**config.mk**
```make
export PLATFORM = sky130hd
export DESIGN_NAME = smbcr_regs
export DESIGN_NICKNAME = d
export VERILOG_FILES = /design/src/core/smbcr_glitch.v /design/src/core/smbcr_regs.v
export VERILOG_INCLUDE_DIRS = /design/src /design/src/core
export SDC_FILE = /design/constraint.sdc
export NUM_CORES = 1
export LEC_CHECK = 0
export BUFFER_PORTS_ARGS = -buffer_cell sky130_fd_sc_hd__clkbuf_2
export CAP_MARGIN = 20
export CORE_MARGIN = 2
export CORE_UTILIZATION = 40
export DETAILED_ROUTE_END_ITERATION = 16
export GPL_ROUTABILITY_DRIVEN = 0
export PLACE_DENSITY = 0.6
export SETUP_SLACK_MARGIN = 0.5
export SLEW_MARGIN = 40
export SYNTH_ARGS = -nofsm -noshare
export SYNTH_HDL_FRONTEND = slang
export SYNTH_SLANG_ARGS = --single-unit
```
**constraint.sdc**
```tcl
create_clock -name sys_clk_in -period 10.3 [get_ports sys_clk_in]
set_input_delay 1.03 -clock sys_clk_in [delete_from_list [all_inputs] [get_ports sys_clk_in]]
set_output_delay 1.03 -clock sys_clk_in [all_outputs]
set_load 0.01 [all_outputs]
```
**src/core/smbcr_consts.vh**
```
// constants for the smbus control and status register bank
// Operation
// - init sum fault bit 28, set, write-one clears
// - unmapped init attempt bit 29, set, w1c
// - prescaled clock period is 32 ns times divider
// - divider zero or one stops the clock
// - boot divider 0x0139 slow, 0x0053 fast
// - skip arbitration bit 16 ignores lost arbitration
// - skip sum check bit 17 forces checksum pass
// - slave filter code 0 1 us, 1 100 ns
// - slave filter code 2 zero delay, 3 reserved
// - master filter code 0 1 us, 1 100 ns
// - master filter code 2 disables filtering, 3 reserved
// - timeout off bit 22 disables both timeouts
// - master clock low time is half period
`ifndef SMBCR_CONSTS_VH
`define SMBCR_CONSTS_VH
`define SMBCR_OFF_STATUS   12'h424
`define SMBCR_OFF_CONTROL  12'h428
`define SMBCR_OFF_IRQ_MASK 12'h434
`define SMBCR_ADDR_BITS    12
`define SMBCR_BIT_SUM      28
`define SMBCR_BIT_UNMAP    29
`define SMBCR_DIV_MSB      15
`define SMBCR_BIT_SKIPARB  16
`define SMBCR_BIT_SKIPSUM  17
`define SMBCR_SFILT_LSB    18
`define SMBCR_SFILT_MSB    19
`define SMBCR_MFILT_LSB    20
`define SMBCR_MFILT_MSB    21
`define SMBCR_BIT_TOOFF    22
`define SMBCR_CTL_MASK     32'h007FFFFF
`define SMBCR_DIV_SLOW     16'h0139
`define SMBCR_DIV_FAST     16'h0053
`define SMBCR_BASE_NS      32
`define SMBCR_CLK_NS       100
`define SMBCR_FILT_NORM_NS 1000
`define SMBCR_FILT_FAST_NS 100
`define SMBCR_FILT_NORM    2'h0
`define SMBCR_FILT_FAST    2'h1
`define SMBCR_FILT_OFF     2'h2
`define SMBCR_HTRANS_NSEQ  2'h2
`endif

```
**src/core/smbcr_glitch.v**
```verilog
// glitch filter: output follows input after it stays stable for a set count
`timescale 1ns/10ps
module smbcr_glitch
#(
  parameter CW = 4
)
(
  // clock and reset
  input  wire          sys_clk_in,
  input  wire          rst_b_in,
  // control
  input  wire [CW-1:0] hold_in,
  input  wire          raw_in,
  // filtered level
  output reg           filt_out
);
  reg [CW-1:0] cnt;

  // count stable cycles, accept level once count reaches hold
  always @(posedge sys_clk_in)
  begin
    if (!rst_b_in)
    begin
      filt_out <= 1'b1;
      cnt      <= {CW{1'b0}};
    end
    else if (raw_in == filt_out)
      cnt <= {CW{1'b0}};
    else if (cnt >= hold_in)
    begin
      filt_out <= raw_in;
      cnt      <= {CW{1'b0}};
    end
    else
      cnt <= cnt + {{(CW-1){1'b0}}, 1'b1};
  end
endmodule

```
**src/core/smbcr_regs.v**
```verilog
// smbus control and upper status register bank with ahb-lite slave
`timescale 1ns/10ps
`include "smbcr_consts.vh"
module smbcr_regs
#(
  parameter FW = 4
)
(
  // clock and reset
  input  wire        sys_clk_in,
  input  wire        rst_b_in,
  // ahb-lite slave
  input  wire        hsel_in,
  input  wire [31:0] haddr_in,
  input  wire [1:0]  htrans_in,
  input  wire        hwrite_in,
  input  wire [2:0]  hsize_in,
  input  wire [31:0] hwdata_in,
  input  wire        hready_in,
  output reg  [31:0] hrdata_out,
  output reg         hreadyout_out,
  output reg         hresp_out,
  // boot strap and init events
  input  wire        boot_fast_in,
  input  wire        init_sum_bad_in,
  input  wire        init_no_done_in,
  input  wire        init_unmapped_in,
  // arbitration and timeouts from bus engines
  input  wire        master_arb_lost_in,
  input  wire        master_timeout_in,
  input  wire        slave_timeout_in,
  // raw bus lines
  input  wire        slave_bus_clock_in,
  input  wire        slave_bus_data_in,
  input  wire        master_bus_clock_in,
  input  wire        master_bus_data_in,
  // filtered lines
  output reg         slave_bus_clock_out,
  output reg         slave_bus_data_out,
  output reg         master_bus_clock_out,
  output reg         master_bus_data_out,
  // engine controls
  output reg         master_prescale_tick_out,
  output reg         master_abort_out,
  output reg         master_timeout_out,
  output reg         slave_timeout_out,
  // interrupt
  output reg         irq_out
);
  localparam ST_BOOT = 2'b01;
  localparam ST_RUN  = 2'b10;
  // hold counts in clock cycles, sliced to the filter counter width
  localparam integer HOLD_NORM_I = `SMBCR_FILT_NORM_NS / `SMBCR_CLK_NS;
  localparam integer HOLD_FAST_I = `SMBCR_FILT_FAST_NS / `SMBCR_CLK_NS;
  localparam [FW-1:0] HOLD_NORM = HOLD_NORM_I[FW-1:0];
  localparam [FW-1:0] HOLD_FAST = (HOLD_FAST_I == 0) ? {{(FW-1){1'b0}}, 1'b1}
                                                     : HOLD_FAST_I[FW-1:0];
  // positions in the synchronised event vector
  localparam EV_SUM    = 0;
  localparam EV_NODONE = 1;
  localparam EV_UNMAP  = 2;
  localparam EV_MTO    = 3;
  localparam EV_STO    = 4;
  localparam EV_ARB    = 5;
  localparam EV_W      = 6;

  reg [1:0]  state;
  reg [31:0] ctl;
  reg        sum_fault;
  reg        unmap_fault;
  reg [1:0]  irq_mask;
  reg        wr_pend;
  reg [`SMBCR_ADDR_BITS-1:0] wr_addr;
  reg [31:0] div_cnt;
  reg [31:0] div_lim;
  reg [31:0] next_div_cnt;
  reg        next_tick;
  reg [3:0]  s_sync1;
  reg [3:0]  s_sync2;
  reg [EV_W-1:0] ev_sync1;
  reg [EV_W-1:0] ev_sync2;
  reg        boot_sync1;
  reg        boot_sync2;
  wire [3:0] filt;
  wire       addr_ph;
  wire       w_ctl;
  wire       w_sts;
  wire       w_msk;
  wire       set_sum;
  wire       set_unmap;
  wire [FW-1:0] s_hold;
  wire [FW-1:0] m_hold;
  wire       div_stop;

  // filter code to hold count
  function [FW-1:0] smbcr_hold;
    input [1:0] code;
    begin
      case (code)
        `SMBCR_FILT_NORM: smbcr_hold = HOLD_NORM;
        `SMBCR_FILT_FAST: smbcr_hold = HOLD_FAST;
        default:          smbcr_hold = {FW{1'b0}};
      endcase
    end
  endfunction

  // register read mux
  function [31:0] smbcr_read;
    input [`SMBCR_ADDR_BITS-1:0] a;
    input [31:0] c;
    input        s;
    input        u;
    input [1:0]  m;
    begin
      case (a)
        `SMBCR_OFF_CONTROL:  smbcr_read = c & `SMBCR_CTL_MASK;
        `SMBCR_OFF_STATUS:   smbcr_read = {2'h0, u, s, 28'h0000000};
        `SMBCR_OFF_IRQ_MASK: smbcr_read = {2'h0, m, 28'h0000000};
        default:             smbcr_read = 32'h00000000;
      endcase
    end
  endfunction

  assign addr_ph = hsel_in & hready_in & (htrans_in == `SMBCR_HTRANS_NSEQ);
  assign w_ctl = wr_pend & (wr_addr == `SMBCR_OFF_CONTROL);
  assign w_sts = wr_pend & (wr_addr == `SMBCR_OFF_STATUS);
  assign w_msk = wr_pend & (wr_addr == `SMBCR_OFF_IRQ_MASK);
  // checksum failure counts only when not overridden
  assign set_sum = (ev_sync2[EV_SUM] & ~ctl[`SMBCR_BIT_SKIPSUM]) | ev_sync2[EV_NODONE];
  assign set_unmap = ev_sync2[EV_UNMAP];
  assign s_hold = smbcr_hold(ctl[`SMBCR_SFILT_MSB:`SMBCR_SFILT_LSB]);
  assign m_hold = smbcr_hold(ctl[`SMBCR_MFILT_MSB:`SMBCR_MFILT_LSB]);
  // divider of zero or one holds the prescaler stopped
  assign div_stop = (ctl[`SMBCR_DIV_MSB:1] == 15'h0000);

  // pin and event synchronisers
  always @(posedge sys_clk_in)
  begin
    if (!rst_b_in)
    begin
      s_sync1    <= 4'hF;
      s_sync2    <= 4'hF;
      ev_sync1   <= {EV_W{1'b0}};
      ev_sync2   <= {EV_W{1'b0}};
    end
    else
    begin
      s_sync1    <= {master_bus_data_in, master_bus_clock_in,
                     slave_bus_data_in, slave_bus_clock_in};
      s_sync2    <= s_sync1;
      ev_sync1   <= {master_arb_lost_in, slave_timeout_in, master_timeout_in,
                     init_unmapped_in, init_no_done_in, init_sum_bad_in};
      ev_sync2   <= ev_sync1;
    end
  end

  // strap synchroniser runs through reset, so the boot load
  // already sees the settled strap level on the first cycle after release
  always @(posedge sys_clk_in)
  begin
    boot_sync1 <= boot_fast_in;
    boot_sync2 <= boot_sync1;
  end

  // glitch filters, one per line
  genvar gi;
  generate
    for (gi = 0; gi < 4; gi = gi + 1)
    begin : g_filt
      smbcr_glitch #(.CW(FW)) u_filt
      (
        .sys_clk_in (sys_clk_in),
        .rst_b_in   (rst_b_in),
        .hold_in    ((gi < 2) ? s_hold : m_hold),
        .raw_in     (s_sync2[gi]),
        .filt_out   (filt[gi])
      );
    end
  endgenerate

  // filtered lines to flops
  always @(posedge sys_clk_in)
  begin
    if (!rst_b_in)
    begin
      slave_bus_clock_out  <= 1'b1;
      slave_bus_data_out   <= 1'b1;
      master_bus_clock_out <= 1'b1;
      master_bus_data_out  <= 1'b1;
    end
    else
    begin
      slave_bus_clock_out  <= filt[0];
      slave_bus_data_out   <= filt[1];
      master_bus_clock_out <= filt[2];
      master_bus_data_out  <= filt[3];
    end
  end

  // ahb-lite slave, zero wait state
  always @(posedge sys_clk_in)
  begin
    if (!rst_b_in)
    begin
      wr_pend       <= 1'b0;
      wr_addr       <= {`SMBCR_ADDR_BITS{1'b0}};
      hreadyout_out <= 1'b1;
      hresp_out     <= 1'b0;
      hrdata_out    <= 32'h00000000;
    end
    else
    begin
      wr_pend <= addr_ph & hwrite_in;
      if (addr_ph)
        wr_addr <= haddr_in[`SMBCR_ADDR_BITS-1:0];
      if (addr_ph & ~hwrite_in)
        hrdata_out <= smbcr_read(haddr_in[`SMBCR_ADDR_BITS-1:0], ctl,
                                 sum_fault, unmap_fault, irq_mask);
    end
  end

  // control register, boot load then software writes
  always @(posedge sys_clk_in)
  begin
    if (!rst_b_in)
    begin
      state <= ST_BOOT;
      ctl   <= 32'h00000000;
    end
    else
    begin
      case (state)
        ST_BOOT:
        begin
          ctl[`SMBCR_DIV_MSB:0] <= boot_sync2 ? `SMBCR_DIV_FAST : `SMBCR_DIV_SLOW;
          state <= ST_RUN;
        end
        ST_RUN:
          if (w_ctl)
            ctl <= hwdata_in & `SMBCR_CTL_MASK;
        default:
          state <= ST_BOOT;
      endcase
    end
  end

  // sticky init faults and mask, set beats clear
  always @(posedge sys_clk_in)
  begin
    if (!rst_b_in)
    begin
      sum_fault   <= 1'b0;
      unmap_fault <= 1'b0;
      irq_mask    <= 2'h0;
    end
    else
    begin
      if (set_sum)
        sum_fault <= 1'b1;
      else if (w_sts & hwdata_in[`SMBCR_BIT_SUM])
        sum_fault <= 1'b0;
      if (set_unmap)
        unmap_fault <= 1'b1;
      else if (w_sts & hwdata_in[`SMBCR_BIT_UNMAP])
        unmap_fault <= 1'b0;
      if (w_msk)
        irq_mask <= hwdata_in[`SMBCR_BIT_UNMAP:`SMBCR_BIT_SUM];
    end
  end

  // prescaler next state: the tick toggles every half period,
  // so the low phase of the master clock is half the period
  always @*
  begin
    next_div_cnt = div_cnt;
    next_tick    = master_prescale_tick_out;
    if (div_stop)
    begin
      next_div_cnt = 32'h00000000;
      next_tick    = 1'b0;
    end
    else if (div_cnt + 32'h00000001 >= div_lim)
    begin
      next_div_cnt = 32'h00000000;
      next_tick    = ~master_prescale_tick_out;
    end
    else
      next_div_cnt = div_cnt + 32'h00000001;
  end

  // prescaler flops; the half-period limit is registered so the divide
  // stays off the counter path, it lags a divider write by one cycle
  always @(posedge sys_clk_in)
  begin
    if (!rst_b_in)
    begin
      div_lim                  <= 32'h00000000;
      div_cnt                  <= 32'h00000000;
      master_prescale_tick_out <= 1'b0;
    end
    else
    begin
      div_lim                  <= (ctl[`SMBCR_DIV_MSB:0] * `SMBCR_BASE_NS)
                                  / (2 * `SMBCR_CLK_NS);
      div_cnt                  <= next_div_cnt;
      master_prescale_tick_out <= next_tick;
    end
  end

  // lost arbitration aborts unless other masters are ignored
  always @(posedge sys_clk_in)
  begin
    if (!rst_b_in)
      master_abort_out <= 1'b0;
    else
      master_abort_out <= ev_sync2[EV_ARB] & ~ctl[`SMBCR_BIT_SKIPARB];
  end

  // timeout requests reach the engines only while timeouts are on
  always @(posedge sys_clk_in)
  begin
    if (!rst_b_in)
    begin
      master_timeout_out <= 1'b0;
      slave_timeout_out  <= 1'b0;
    end
    else
    begin
      master_timeout_out <= ev_sync2[EV_MTO] & ~ctl[`SMBCR_BIT_TOOFF];
      slave_timeout_out  <= ev_sync2[EV_STO] & ~ctl[`SMBCR_BIT_TOOFF];
    end
  end

  // level interrupt while an unmasked sticky fault is set
  always @(posedge sys_clk_in)
  begin
    if (!rst_b_in)
      irq_out <= 1'b0;
    else
      irq_out <= (sum_fault & irq_mask[0]) | (unmap_fault & irq_mask[1]);
  end
endmodule

```
Word-level counts from Yosys, hierarchy flattened
Cells that the tools add are included.
- register bits after elaboration: 189
- add/subtract/negate cells: 5
- div/mod/pow operators: 1
- order comparisons: 5
- equal/unequal tests: 16
- multiplexer cells: 11
- bitwise gates (word level): 27
- reduce and logical (&&, ||, !) cells: 18
- operators by type and width (cell ; number):
    case mux 30 bit (3 select lines) ; 1
    == test 12 x 11 -> 1 bit (second input constant) ; 6
    adder 32 x 1 -> 32 bit (second input constant) ; 1
    divider 21 x 8 -> 32 bit (second input constant) ; 1
    >= comparator 32 bit ; 1
    case mux 16 bit (2 select lines) ; 1
    adder 4 x 1 -> 4 bit (second input constant) ; 4
    >= comparator 4 bit ; 4
    2-to-1 mux 16 bit ; 1
    case mux 4 bit (2 select lines) ; 2
    AND 1 bit ; 15
    zero test 15 bit ; 1
    OR reduction 3 bit ; 5
    AND reduction 2 bit ; 6
    inverter 1 bit ; 10
    2-to-1 mux 9 bit ; 1
    == test 2 x 1 -> 1 bit (second input constant) ; 3
    nonzero test 2 bit ; 3
    == test 1 bit ; 4
    == test 2 bit (second input constant) ; 2
    zero test 2 bit ; 2
    2-to-1 mux 1 bit ; 4
    case mux 2 bit (2 select lines) ; 1
    inequality test 2 bit (second input constant) ; 1
    other kinds (2) ; 3

Longest topological paths before layout
- depth after elaboration: 5
- mapped depth: 35

Modules after synthesis
Synthesis repeated with hierarchy kept, for this count alone.
- cell total of the unflattened synthesis: 1116
- area, all modules: 9460.3 um2
- by module, submodules not included (module ; times used ; cells each ; area an instance (um2)):
    smbcr_regs ; 1 ; 992 ; 8304.2
    smbcr_glitch ; 4 ; 31 ; 289.0

Worst setup path after synthesis
No wires, ideal clock.
- path type: register -> register
- start: reg ctl[10]
- end: reg div_lim[0]
- data arrival time: 7.541 ns
- required time: 10.181 ns
- setup slack: 2.640 ns
- cell stages (with the launch flop): 31
- path buffers: 2
- period minus slack after synthesis: 7.660 ns
- cells stage by stage: dfxtp_1 buf_6 o31a_1 o211a_1 or2_1 a221oi_2 a221oi_2 o21bai_1 nor2_1 a2111oi_0 and3_1 mux2_4 nor4b_4 or3_1 o211a_1 buf_6 or4_4 nand4b_1 mux2_2 or2_1 a31oi_1 o21ai_4 o21bai_4 mux2i_4 a21o_1 mux2_2 ha_1 and2_1 a31oi_1 a21o_1 o221a_1
- word-level cells in the longest chain between the ends: 1
- ends and longest elaborated chain (element ; line ; RTL):
    start, declared ; smbcr_regs.v:68 ; reg [31:0] ctl;
    start signal, assigned by index ; smbcr_regs.v:235 ; ctl[`SMBCR_DIV_MSB:0] <= boot_sync2 ? `SMBCR_DIV_FAST : `SMBCR_DIV_SLOW;
    start signal, assigned ; smbcr_regs.v:240 ; ctl <= hwdata_in & `SMBCR_CTL_MASK;
    divider 21 x 8 -> 32 bit ; smbcr_regs.v:303 ; div_lim <= (ctl[`SMBCR_DIV_MSB:0] * `SMBCR_BASE_NS)
    end signal, assigned ; smbcr_regs.v:303 ;
    end, declared ; smbcr_regs.v:75 ; reg [31:0] div_lim;
Every way passes these cells.
A chain may end at the register's enable or synchronous reset.

Worst setup path in the final report
- start: reg ctl[12]
- end: reg div_lim[0]
Same word-level chain as after synthesis.

==> key figures <==
Outcome
  • Status: finished clean

Timing
  • Endpoints failing setup: 0
  • Final min period: 9.02 ns
  • Final TNS setup: 0 ns
  • Worst setup margin: 1.28 ns
  • Crit share post-route: 0.875
  • Slew HR: 0.465
  • Hold Slack: 0.332 ns
  • Final Skew: around 0.014 ns
  • Highest Clock Rate: around 110 MHz
  • Final Hold Viols: 0
  • RSZ-0062 raised after global routing: false
  • Max Slew Vio Count: 0
  • Actual slew at the worst max-slew pin: 0.802 ns

GRT
  • Largest net degree at the start of global routing: 76
  • Vias in the first global route: 7346
  • GRT overflow: 0
  • Initial antenna violation count: 0
  • Global-route wire length before repair: around 36 mm
  • All-layer global routing usage: 0.177

Pwr
  • Pwr per Cell Area: 177 mW/mm²
  • P_leak: about 4.2 nW
  • Worst vdd rail ir drop: 0.000117 V
  • Pwr Total: about 1.9 mW

Clock network
  • Clock Sinks: 164
  • Clock buffer depth: 2
  • Worst skew pair latency: 0.43 ns
  • CTS buffer count: 17
  • CTS tree: done
  • Post-CTS setup buffer count: 0
  • CTS H-tree depth: 4
  • Root Driver: clkbuf_16
  • Clock transition at path regs: 0.06 ns

Finish
  • P&R area growth vs syn: 14.2%
  • Post-Layout Cell Count: 1507
  • Fillers: 2327
  • Most common cell after layout, fill and taps aside: dfxtp_1
  • Antenna fix cells: 0
  • Most frequent cells in the layout: 163 x dfxtp_1, 132 x nor2_1, 88 x clkbuf_2
  • Nets: approximately 1300
  • Layout cells sized above 1: 0.172

Min path
  • Hold Path Class: register to register

Detailed routing
  • Routed WL: 21.5 mm
  • DR iter-0 viols: 387
  • Post-route DRC violation count: 0
  • Antenna-violating nets left: 0
  • Vias/cell: 5.27
  • Total number of vias: 7938
  • Avg WL per Cell: 14.2 µm
  • First-pass DRT Iterations: 5

Synthesis
  • Post-synth top flop: dfxtp_1
  • Cells after synthesis: 1096
  • Async set or reset register ratio after synthesis: 0
  • Syn. warnings: 0
  • Synth Register Bits: 164
  • Synth Area per Inst: 8.57 µm²
  • Number of synthesized flops with an enable pin: 0
  • Seq/Total Area, Yosys: 0.349
  • Synthesized cell area: 0.00940 mm²
  • Distinct cell type count after synthesis: 111

Flow run
  • MaxCap Viol Count: 0

Die
  • Initial Utilization: 0.404
  • I/O pin cnt: approximately 130
  • Die area: 0.0247 mm²
  • Die height: about 160 µm
  • Site Rows: between 50 and 60
  • Core area: roughly 0.023 mm²
  • Die X: between 150 and 200 µm

Setup path
  • Worst path max stage delay: 0.54 ns
  • Arr. time, crit path: 9.33 ns
  • Startpoint Class: register
  • Critical path class: register to register
  • Worst setup EP type: register
  • Worst R2R Setup Slack: approximately 1.3 ns
  • Most frequent cell on the critical path: a31oi_1
  • Crit path required time: between 10 and 15 ns
  • Critical path peak fanout: 23
  • CP max-delay cell: dfxtp_1

Placement
  • Port buffer count: 88
  • Post-DP HPWL: 15.3 mm
  • Placed cell count: 1476
  • Worst slack at placement: 1.22 ns
## stage by stage
stage                     utilization  instance area [µm²]
after global placement          0.434                10100
after CTS                       0.460                10700
after detailed placement        0.434                10100
final                           0.461                10700
after global routing            0.461                10700
after floorplan                     -                 9490
## power breakdown
part           leakage (nW)  total, mW  internal [mW]  switching [mW]
clock                 0.300      0.653          0.372           0.281
combinational          2.57      0.567          0.246           0.321
sequential             1.34      0.684          0.659          0.0251
## synthesized netlist by cell type, types with 9 or more instances
library cell    n  area share
dfxtp_1       164        0.35
nor2_1        132       0.053
nand2_1        87       0.035
a21oi_1        47       0.025
inv_1          39       0.016
clkbuf_1       35       0.014
ha_1           34       0.045
a22oi_1        33       0.026
nand3_1        31       0.017
o21ai_0        31       0.017
nand2b_1       26       0.017
nor3_1         25       0.013
and2_1         24       0.016
xnor2_1        24       0.022
and3_1         22       0.015
mux2i_1        18       0.019
xor2_1         17       0.016
a31oi_1        16       0.011
nor2b_1        15       0.010
o211ai_1       13       0.010
buf_2          12      0.0064
buf_4          11      0.0088
nor4_1         11      0.0073
a211oi_1       10      0.0080
nand4_1        10      0.0067
a211o_1         9      0.0084
a21o_1          9      0.0072
## kinds of logic (layout without fill, tap and decap cells)
logic type      Yosys count  count (layout)  synth area share
flops                   164             164             0.349
compound gates          276             276             0.229
simple gates            443             443             0.245
buf+inv                 102             169            0.0499
other cells               2              27          0.000799
mux                      26              26            0.0309
xor+xnor                 46              46            0.0469
fa+ha+maj                37              37            0.0487
## repair_timing
action,in CTS,in global routing
gates resized for setup,0,4
setup endpoints to repair,0,1
hold buffers,0,0
## worst max-delay path, delay by kind of cell, from the launching register on
family	cells	cell delay [ns]
multiplexers	4	1.22
AO/OA/AOI/OAI	17	4.55
adder cells (fa/ha/maj)	1	0.33
buffers and inverters	1	0.09
AND/OR/NAND/NOR	5	1.92
flip-flops	1	0.54
XOR/XNOR	1	0.22
## flip-flops by register name, indices dropped and copies added (netlist names), 2 cells and up
name,cells
g_filt.u_filt.filt_out,4
ev_sync1,6
s_sync2,4
div_lim,14
div_cnt,32
state,2
hrdata_out,25
ev_sync2,6
wr_addr,12
s_sync1,4
g_filt.u_filt.cnt,16
irq_mask,2
ctl,23
## final cells by class
| type | instances | area, µm² | share of cell area |
|---|---|---|---|
| Timing Repair Buffer | 99 | 523 | 0.0487 |
| Inverter | 39 | 146 | 0.0136 |
| Sequential cell | 164 | 3280 | 0.306 |
| Tap cell | 319 | 399 | 0.0372 |
| Clock inverter | 13 | 168 | 0.0156 |
| Clock buffer | 18 | 439 | 0.0409 |
| Multi-Input combinational cell | 855 | 5770 | 0.538 |
## metal layers
metal  track usage  share of wire  up-vias
li1              -              -     4110
met1         0.233           0.49     3700
met2         0.297           0.47      110
met3        0.0336          0.029       18
met4        0.0506          0.013        0
met5             0              0        -
## final timing paths
check | cells past startpoint | from | endpoint
setup / recovery | 29 | ctl[12] | div_lim[0]
hold / removal | 0 | boot_sync1 | boot_sync2
setup reg to reg | 29 | ctl[12] | div_lim[0]
hold reg to reg | 0 | boot_sync1 | boot_sync2
(Power assumes the default switching activity.)
